### src/hpc_pkg.sv
// Package of constants and types for the hub port power control block
`default_nettype none
package hpc_pkg;
  localparam int NUM_PORTS = 4;
  localparam int ADDR_W = 8;
  localparam int DATA_W = 8;
  // Byte offsets of the configuration space
  localparam logic [7:0] OFS_SIGNATURE = 8'h00;
  localparam logic [7:0] OFS_VID_LSB = 8'h01;
  localparam logic [7:0] OFS_VID_MSB = 8'h02;
  localparam logic [7:0] OFS_PID_LSB = 8'h03;
  localparam logic [7:0] OFS_PID_MSB = 8'h04;
  localparam logic [7:0] OFS_REMOVABLE = 8'h07;
  localparam logic [7:0] OFS_PORT_USED = 8'h08;
  localparam logic [7:0] OFS_STRING_LO = 8'h20;
  localparam logic [7:0] OFS_STRING_HI = 8'hCF;
  localparam logic [7:0] OFS_STATUS_CMD = 8'hF8;
  // Field positions and values
  localparam int CFG_ACTIVE_BIT = 0;
  localparam logic [7:0] SIGNATURE_VAL = 8'h55;
  localparam logic [7:0] RST_REMOVABLE = 8'h0F;
  localparam logic [7:0] RST_PORT_USED = 8'h0F;
  localparam logic [7:0] RST_STATUS_CMD = 8'h01;
  // Cycles after reset release before straps are trusted (two sync stages, then the capture edge)
  localparam logic [1:0] STRAP_SETTLE = 2'h3;
  typedef enum logic [1:0] {
    SRC_PINS,
    SRC_EEPROM,
    SRC_SMBUS
  } hpc_src_e;
  typedef enum {
    CFG_STRAP,
    CFG_EE_SIG,
    CFG_EE_LOAD,
    CFG_SMB_WAIT,
    CFG_DONE
  } hpc_cfg_e;
endpackage
`default_nettype wire

### src/hpc_string_mem.sv
// Byte memory for descriptor strings with registered read data
`default_nettype none
module hpc_string_mem #(
  parameter int ADDR_W = 8,
  parameter int DATA_W = 8
) (
  // Clock
  input wire logic mclk,
  // Write port
  input wire logic wrEn,
  input wire logic [ADDR_W-1:0] wrAddr,
  input wire logic [DATA_W-1:0] wrData,
  // Read port
  input wire logic [ADDR_W-1:0] rdAddr,
  output logic [DATA_W-1:0] rdData
);
  logic [DATA_W-1:0] mem [0:(1<<ADDR_W)-1];

  // No reset: contents are undefined until written, so reads stay in the string region
  always_ff @(posedge mclk) begin
    if (wrEn) begin
      mem[wrAddr] <= wrData;
    end
    rdData <= mem[rdAddr];
  end
endmodule
`default_nettype wire

### src/hpc_port_power.sv
// Downstream port power switching and configuration policy of a four-port hub
`default_nettype none
// Operation
// - Individual mode: each port's switch follows its own host power request.
// - Individual mode: over-current removes power only from the reporting port.
// - Ganged mode: all enabled ports powered as soon as any enabled port needs power.
// - Ganged mode: power stays on until every enabled port allows removal.
// - Ganged mode: any over-current on an enabled port removes power from all ports together.
// - EEPROM loads never change the status and command register.
// - Ports disabled or permanently attached from straps, EEPROM or SMBus.
// - Vendor, product identifiers and strings replaceable by EEPROM or SMBus.
// - EEPROM byte zero must match signature, else load abandoned, defaults used.
// - SMBus mode holds upstream connect until host clears configuration-active bit.
module hpc_port_power import hpc_pkg::*; #(
  parameter int NUM_PORTS = hpc_pkg::NUM_PORTS,
  parameter logic [15:0] DEF_VENDOR_ID = 16'h1234, // Arbitrary value
  parameter logic [15:0] DEF_PRODUCT_ID = 16'h5678 // Arbitrary value
) (
  // Clock and reset
  input wire logic mclk,
  input wire logic nrst,
  // Strap pins
  input wire logic gangStrap,
  input wire logic [1:0] cfgSrcStrap,
  input wire logic [NUM_PORTS-1:0] portDisableStrap,
  input wire logic [NUM_PORTS-1:0] portPermanentStrap,
  // Host port power requests and over-current status
  input wire logic [NUM_PORTS-1:0] portPwrReq,
  input wire logic [NUM_PORTS-1:0] ocClear,
  output logic [NUM_PORTS-1:0] ocReported,
  // External power switches and over-current sensors
  output logic [NUM_PORTS-1:0] portPwrEn,
  input wire logic [NUM_PORTS-1:0] overCurrent_n,
  // EEPROM load byte stream
  input wire logic eeStart,
  input wire logic eeValid,
  input wire logic [hpc_pkg::ADDR_W-1:0] eeAddr,
  input wire logic [hpc_pkg::DATA_W-1:0] eeData,
  input wire logic eeEnd,
  // SMBus register access
  input wire logic smbWrite,
  input wire logic smbRead,
  input wire logic [hpc_pkg::ADDR_W-1:0] smbAddr,
  input wire logic [hpc_pkg::DATA_W-1:0] smbWrData,
  output logic [hpc_pkg::DATA_W-1:0] smbRdData,
  output logic smbRdValid,
  // Resulting configuration
  output logic [15:0] vendor_identifier,
  output logic [15:0] product_identifier,
  output logic [NUM_PORTS-1:0] portDisabled,
  output logic [NUM_PORTS-1:0] portPermanent,
  output logic eeLoadAborted,
  output logic upstreamConnectEn,
  output logic gangedMode
);
  import hpc_pkg::*;

  // ********************************
  // Pin synchronisers
  // ********************************
  logic [2:0] strapMeta_q, strapSync_q;
  logic [NUM_PORTS-1:0] ocMeta_q, ocSync_q;
  logic [2*NUM_PORTS-1:0] portStrapMeta_q, portStrapSync_q;

  always_ff @(posedge mclk) begin
    if (!nrst) begin
      strapMeta_q <= '0;
      strapSync_q <= '0;
      ocMeta_q <= '1;
      ocSync_q <= '1;
      portStrapMeta_q <= '0;
      portStrapSync_q <= '0;
    end else begin
      strapMeta_q <= {cfgSrcStrap, gangStrap};
      strapSync_q <= strapMeta_q;
      ocMeta_q <= overCurrent_n;
      ocSync_q <= ocMeta_q;
      portStrapMeta_q <= {portPermanentStrap, portDisableStrap};
      portStrapSync_q <= portStrapMeta_q;
    end
  end

  // ********************************
  // Strap capture after reset
  // ********************************
  logic [1:0] settle_q, settle_d;
  logic gang_q, gang_d;
  hpc_src_e src_q, src_d;

  always_comb begin
    settle_d = settle_q;
    gang_d = gang_q;
    src_d = src_q;
    if (settle_q != STRAP_SETTLE) begin
      settle_d = settle_q + 2'h1;
      if (settle_d == STRAP_SETTLE) begin
        gang_d = strapSync_q[0];
        unique case (strapSync_q[2:1])
          2'h1: src_d = SRC_EEPROM;
          2'h2: src_d = SRC_SMBUS;
          default: src_d = SRC_PINS;
        endcase
      end
    end
  end

  always_ff @(posedge mclk) begin
    if (!nrst) begin
      settle_q <= '0;
      gang_q <= 1'b0;
      src_q <= SRC_PINS;
    end else begin
      settle_q <= settle_d;
      gang_q <= gang_d;
      src_q <= src_d;
    end
  end

  // ********************************
  // Configuration registers and load sequence
  // ********************************
  hpc_cfg_e state_q, state_d;
  logic [15:0] vid_q, vid_d, pid_q, pid_d;
  logic [7:0] removable_q, removable_d, portUsed_q, portUsed_d, statCmd_q, statCmd_d;
  logic abort_q, abort_d;
  logic wrEn;
  logic [7:0] wrAddr, wrData;
  logic memWr, isString;

  always_comb begin
    state_d = state_q;
    abort_d = abort_q;
    wrEn = 1'b0;
    wrAddr = smbAddr;
    wrData = smbWrData;
    unique case (state_q)
      CFG_STRAP: begin
        if (settle_q == STRAP_SETTLE) begin
          unique case (src_q)
            SRC_EEPROM: state_d = CFG_EE_SIG;
            SRC_SMBUS: state_d = CFG_SMB_WAIT;
            default: state_d = CFG_DONE;
          endcase
        end
      end
      CFG_EE_SIG: begin
        wrAddr = eeAddr;
        wrData = eeData;
        if (eeValid && eeAddr == OFS_SIGNATURE) begin
          if (eeData == SIGNATURE_VAL) begin
            state_d = CFG_EE_LOAD;
          end else begin
            abort_d = 1'b1;
            state_d = CFG_DONE;
          end
        end else if (eeEnd) begin
          abort_d = 1'b1;
          state_d = CFG_DONE;
        end
      end
      CFG_EE_LOAD: begin
        wrAddr = eeAddr;
        wrData = eeData;
        wrEn = eeValid && eeAddr != OFS_STATUS_CMD;
        if (eeEnd) begin
          state_d = CFG_DONE;
        end
      end
      CFG_SMB_WAIT: begin
        wrEn = smbWrite;
        if (!statCmd_q[CFG_ACTIVE_BIT]) begin
          state_d = CFG_DONE;
        end
      end
      CFG_DONE: begin
        wrEn = smbWrite && src_q == SRC_SMBUS;
        if (eeStart && src_q == SRC_EEPROM) begin
          abort_d = 1'b0;
          state_d = CFG_EE_SIG;
        end
      end
    endcase
  end

  always_comb begin
    vid_d = vid_q;
    pid_d = pid_q;
    removable_d = removable_q;
    portUsed_d = portUsed_q;
    statCmd_d = statCmd_q;
    if (wrEn) begin
      unique case (wrAddr)
        OFS_VID_LSB: vid_d[7:0] = wrData;
        OFS_VID_MSB: vid_d[15:8] = wrData;
        OFS_PID_LSB: pid_d[7:0] = wrData;
        OFS_PID_MSB: pid_d[15:8] = wrData;
        OFS_REMOVABLE: removable_d = wrData;
        OFS_PORT_USED: portUsed_d = wrData;
        OFS_STATUS_CMD: statCmd_d[CFG_ACTIVE_BIT] = wrData[CFG_ACTIVE_BIT];
        default: ;
      endcase
    end
  end

  always_ff @(posedge mclk) begin
    if (!nrst) begin
      state_q <= CFG_STRAP;
      abort_q <= 1'b0;
      vid_q <= DEF_VENDOR_ID;
      pid_q <= DEF_PRODUCT_ID;
      removable_q <= RST_REMOVABLE;
      portUsed_q <= RST_PORT_USED;
      statCmd_q <= RST_STATUS_CMD;
    end else begin
      state_q <= state_d;
      abort_q <= abort_d;
      vid_q <= vid_d;
      pid_q <= pid_d;
      removable_q <= removable_d;
      portUsed_q <= portUsed_d;
      statCmd_q <= statCmd_d;
    end
  end

  // Strings are bulky, so they sit in memory instead of resettable flops
  assign isString = smbAddr >= OFS_STRING_LO && smbAddr <= OFS_STRING_HI;
  assign memWr = wrEn && wrAddr >= OFS_STRING_LO && wrAddr <= OFS_STRING_HI;

  logic [7:0] memRdData;
  hpc_string_mem #(
    .ADDR_W(ADDR_W),
    .DATA_W(DATA_W)
  ) uStrings (
    .mclk(mclk),
    .wrEn(memWr),
    .wrAddr(wrAddr),
    .wrData(wrData),
    .rdAddr(smbAddr),
    .rdData(memRdData)
  );

  // ********************************
  // SMBus read path
  // ********************************
  logic rdPend_q, rdPend_d, rdStr_q, rdStr_d;
  logic [7:0] rdReg_q, rdReg_d;

  always_comb begin
    rdPend_d = smbRead && src_q == SRC_SMBUS;
    rdStr_d = isString;
    unique case (smbAddr)
      OFS_SIGNATURE: rdReg_d = SIGNATURE_VAL;
      OFS_VID_LSB: rdReg_d = vid_q[7:0];
      OFS_VID_MSB: rdReg_d = vid_q[15:8];
      OFS_PID_LSB: rdReg_d = pid_q[7:0];
      OFS_PID_MSB: rdReg_d = pid_q[15:8];
      OFS_REMOVABLE: rdReg_d = removable_q;
      OFS_PORT_USED: rdReg_d = portUsed_q;
      OFS_STATUS_CMD: rdReg_d = statCmd_q;
      default: rdReg_d = 8'h00;
    endcase
  end

  always_ff @(posedge mclk) begin
    if (!nrst) begin
      rdPend_q <= 1'b0;
      rdStr_q <= 1'b0;
      rdReg_q <= 8'h00;
    end else begin
      rdPend_q <= rdPend_d;
      rdStr_q <= rdStr_d;
      rdReg_q <= rdReg_d;
    end
  end

  assign smbRdValid = rdPend_q;
  assign smbRdData = rdStr_q ? memRdData : rdReg_q;

  // ********************************
  // Port power switching
  // ********************************
  logic [NUM_PORTS-1:0] pwr_q, pwr_d, ocLatch_q, ocLatch_d, ocRep_q, ocRep_d;
  logic [NUM_PORTS-1:0] disabledNow, ocNow;
  logic gangOn_q, gangOn_d, gangOc_q, gangOc_d;

  assign ocNow = ~ocSync_q;
  assign disabledNow = (src_q == SRC_PINS) ? portStrapSync_q[NUM_PORTS-1:0]
                                           : ~portUsed_q[NUM_PORTS-1:0];

  always_comb begin
    gangOn_d = gangOn_q;
    gangOc_d = gangOc_q;
    if (|(ocNow & ~disabledNow) && gangOn_q) begin
      gangOc_d = 1'b1;
      gangOn_d = 1'b0;
    end else if (|(portPwrReq & ~disabledNow)) begin
      gangOn_d = !gangOc_q;
    end else begin
      gangOn_d = 1'b0;
      gangOc_d = 1'b0;
    end
  end

  genvar p;
  generate
    for (p = 0; p < NUM_PORTS; p++) begin : gPort
      always_comb begin
        ocLatch_d[p] = ocLatch_q[p];
        if (ocNow[p] && pwr_q[p]) begin
          ocLatch_d[p] = 1'b1;
        end else if (!portPwrReq[p]) begin
          ocLatch_d[p] = 1'b0;
        end
        if (gang_q) begin
          pwr_d[p] = gangOn_d && !disabledNow[p];
        end else begin
          pwr_d[p] = portPwrReq[p] && !disabledNow[p] && !ocLatch_d[p];
        end
        // A new over-current wins over a clear in the same cycle
        ocRep_d[p] = (ocRep_q[p] && !ocClear[p]) || (ocNow[p] && pwr_q[p]);
      end
    end
  endgenerate

  always_ff @(posedge mclk) begin
    if (!nrst) begin
      pwr_q <= '0;
      ocLatch_q <= '0;
      ocRep_q <= '0;
      gangOn_q <= 1'b0;
      gangOc_q <= 1'b0;
    end else begin
      pwr_q <= pwr_d;
      ocLatch_q <= ocLatch_d;
      ocRep_q <= ocRep_d;
      gangOn_q <= gangOn_d;
      gangOc_q <= gangOc_d;
    end
  end

  // ********************************
  // Outputs
  // ********************************
  assign portPwrEn = pwr_q;
  assign ocReported = ocRep_q;
  assign vendor_identifier = vid_q;
  assign product_identifier = pid_q;
  assign portDisabled = disabledNow;
  assign portPermanent = (src_q == SRC_PINS) ? portStrapSync_q[2*NUM_PORTS-1:NUM_PORTS]
                                             : ~removable_q[NUM_PORTS-1:0];
  assign eeLoadAborted = abort_q;
  assign upstreamConnectEn = state_q == CFG_DONE;
  assign gangedMode = gang_q;
endmodule
`default_nettype wire

### config.mk
export PLATFORM = sky130hd
export DESIGN_NAME = hpc_port_power
export DESIGN_NICKNAME = d
export VERILOG_FILES = /design/src/hpc_pkg.sv /design/src/hpc_string_mem.sv /design/src/hpc_port_power.sv
export SDC_FILE = /design/constraint.sdc
export NUM_CORES = 2
export LEC_CHECK = 0
export BUFFER_PORTS_ARGS = -buffer_cell sky130_fd_sc_hd__buf_4
export CELL_PAD_IN_SITES_DETAIL_PLACEMENT = 2
export CELL_PAD_IN_SITES_GLOBAL_PLACEMENT = 2
export CORE_MARGIN = 2
export CORE_UTILIZATION = 35
export DETAILED_ROUTE_END_ITERATION = 10
export PLACE_DENSITY = 0.62
export SYNTH_ARGS = -nofsm -noshare
export SYNTH_HDL_FRONTEND = slang
export SYNTH_SLANG_ARGS = --single-unit
### constraint.sdc
create_clock -name mclk -period 3.7 [get_ports mclk]
set_clock_uncertainty 0.05 [all_clocks]
set_input_delay 0.185 -clock mclk [delete_from_list [all_inputs] [get_ports mclk]]
set_output_delay 0.185 -clock mclk [all_outputs]
set_load 0.1 [all_outputs]
==> impl_metrics.tcl <==
set metrics [dict create \
    status "completed" \
    finalCriticalPeriod_ns 3.52 \
    p_int_mw 42.6 \
    drc_errors 0 \
    seqPwrFrac_pct 51.3 \
    rr_startpoint "state_q[31]" \
    required_ns 4.21 \
    place_congestion 0.787 \
    synthFlopType "edfxtp_1" \
    cts_tree "built" \
    crit_path_frequent_cell "buf_4" \
    grt_first_pass_wirelength_mm 358 \
    grt_max_degree 117 \
    placement.cell_area_um2 94200 \
    stdcell_area_um2 102000 \
    die-width_um 494 \
    clock_path_buffers 3 \
    cp_num_buf_inv 3 \
    synth-edff-count 2048 \
    areaGrowthSynthToFinish_pct 22.0 \
    startpoint_type "flop" \
    r2r_cells 9 \
    synth.distinct_cells 64 \
    drt-pass1-iter-count 5 \
    syn_inst 4083 \
    hold_path_depth 3 \
    cp_top_family "simple AND/OR/NAND/NOR gates" \
    fillers 22400 \
    pwr_density_cell_nw_per_um2 534 \
    crit_type "flop to flop" \
    final-hold-violation-count 0 \
    seq_area_frac_synth_pct 76.8 \
    fin_util_pct 43.0 \
    max_freq_mhz 284 \
    ir_drop_uv 449 \
    ff2ff_setup_slack_ns 0.18 \
    final_net_count 5361 \
    worst_pin_slew_ns 1.06 \
    num_rows 179 \
    post_drt_wl_per_cell_um 28.5 \
    cpPeakStageDelay_ns 0.56 \
    io_pins 122 \
    hpwl_mm 152 \
    hold_start "gangStrap" \
    initial_core_util_pct 35.2 \
    path_cells "nor4_2, nand4_4, nor3_4, buf_12, mux2_2, or3_1, buf_4, nor3_1, buf_4" \
    min_to "strapMeta_q[0]" \
    die_h_um 494 \
    drv_slew 0 \
    p_leak_nw 34.2 \
    track_usage_pct 20.2 \
    fp.dieArea_um2 244000 \
    clk_pin_slew_ns 0.06 \
    setup_ws_ns 0.176 \
    critPathArrivalTime_ns 4.03 \
    ys_ff_latch 2197 \
    clk_latency_ns 0.86 \
    min_period_over_period_pct 95.3 \
    power.clock.fraction_pct 42.7 \
    cap_violations 0 \
    rsz0062_at_grt "false" \
    worstPathMaxFanout 24 \
    synth_area_um2 84000 \
    max_slew_margin_pct 29.3 \
    dr_total_vias 44600 \
    drt_wl_total_mm 247 \
    setup_viol 0 \
    cts_sinks 2197 \
    drt-vias-per-instance 5.15 \
    ant_nets 0 \
    grt_pass1_vias 49700 \
    netSwitchingFraction_pct 22.2 \
    core_area_um2 238000 \
    comb_power_share_pct 6.0 \
    numPortBuffers 121 \
    hold_class "input pin to flop" \
    drive_gt1_share_pct 26.8 \
    numCtsBuffers 225 \
    async_flop_share_pct 0 \
    worstSetupEndpointType "flop" \
    critPathSlowestCell "or3_1" \
    cts_setup_buffers 0 \
    ys_warn_count 0 \
    htree_levels 4 \
    drt_iter0_drc 4033 \
    overflow 0 \
    cts-root-buf "clkbuf_16" \
    dp_slack_ns -0.164 \
    antenna_found_initial 7 \
    power.switching_mw 12.1 \
    r2r_end "uStrings.mem[181][7]" \
    syn_avg_cell_area_um2 20.6 \
]
## worst min-delay path: cells and delay by family
family | cells | cell delay [ns]
buffers and inverters | 2 | 0.63
AND/OR/NAND/NOR | 1 | 0.11
## cell type report
type / count / area, um2 / area share, %
Antenna cell: 7 / 17.5 / 0.0171
Clock inverter: 147 / 1500 / 1.46
Inverter: 10 / 37.5 / 0.0366
Tap cell: 3167 / 3960 / 3.87
Clock buffer: 276 / 6030 / 5.88
Sequential cell: 2197 / 64500 / 62.9
Multi-Input combinational cell: 2287 / 21200 / 20.7
Timing Repair Buffer: 572 / 5220 / 5.09
## cell families (layout without fill, tap and decap cells)
| group | Yosys count | count (layout) | synth area share [%] |
|---|---|---|---|
| simple gates | 501 | 501 | 3.08 |
| fa+ha+maj | 6 | 6 | 0.0894 |
| flops | 2197 | 2197 | 76.8 |
| mux | 578 | 578 | 14.6 |
| compound gates | 530 | 530 | 4.15 |
| other cells | 1 | 676 | 0.00447 |
| xor+xnor | 3 | 3 | 0.0313 |
| buf+inv | 267 | 1005 | 1.32 |
## metal layers
layer  global-route usage [%]  part of all wire [%]
met3                     3.05                   4.7
met1                     26.8                    42
met5                        0                0.0049
met4                     5.62                   2.6
met2                     34.6                    50
## flip-flops by register name, indices dropped and copies added (netlist names), 8 cells and up
register and flops:
portStrapSync_q 8, uStrings.mem 2048, product_identifier 16, uStrings.rdData 8
portUsed_q 8, removable_q 8, state_q 32, rdReg_q 8
portStrapMeta_q 8, vendor_identifier 16
## cells in the mapped netlist, drive strengths merged (27+ instances only)
cell type | count | share of area [%]
a21oi | 139 | 0.83
a22oi | 263 | 2.4
and2 | 27 | 0.20
buf | 110 | 0.61
clkbuf | 147 | 0.66
dfxtp | 149 | 3.6
edfxtp | 2048 | 73
mux2i | 40 | 0.48
mux4 | 512 | 14
nand2 | 78 | 0.35
nand2b | 30 | 0.22
nor2 | 150 | 0.69
nor3 | 72 | 0.48
nor4 | 47 | 0.37
o21ai | 55 | 0.33
## placed cells by master (no fill, tap or decap), drive strengths merged, types with 19 or more instances in the layout
master	count
edfxtp	2048
conb	669
buf	513
mux4	512
clkbuf	276
a22oi	263
nor2	150
dfxtp	149
a21oi	139
clkinv	103
nand2	78
nor3	72
dlygate4sd3	59
o21ai	55
nor4	47
mux2i	40
nand2b	30
bufinv	28
and2	27
or2	26
mux2	26
nor2b	25
a21boi	23
o22ai	19
## what timing repair did
action	CTS	global route
endpoints found under the hold margin	163	0
setup endpoints to repair	33	103
resized for setup	5	9
hold buffers	61	0
pin swaps	0	0
## through the flow
step           TNS (ns)  instances  power [mW]  hold slack (ns)
2_1_floorplan   -452.03       4751        30.3            0.236
3_3_place_gp          0       8172        31.7            0.319
3_5_place_dp      -1.73       8172        31.8            0.324
4_1_cts               0       8656        55.3          0.00369
5_1_grt               0       8659        56.4           0.0138
6_report              0       8663        54.7           0.0526
## power by group through the flow
stage	Sequential (mW)	Combinational [mW]	Clock [mW]
5_1_grt	28.1	3.52	24.8
3_3_place_gp	28.5	3.15	0
2_1_floorplan	28.5	1.83	0
6_report	28.0	3.30	23.4
3_5_place_dp	28.6	3.23	0
4_1_cts	28.0	3.31	24.0
## worst max-delay path by stage
stage	end	cells past startpoint	startpoint
finish	uStrings.mem[181][7]	9	state_q[31]
global route	uStrings.mem[130][1]	10	state_q[23]
CTS	uStrings.mem[189][5]	7	state_q[7]
detailed placement	uStrings.mem[138][1]	8	state_q[7]
global placement	uStrings.mem[138][0]	8	state_q[7]
floorplan	uStrings.mem[0][1]	6	state_q[11]
Note: power is estimated with default switching activity, not from simulation.
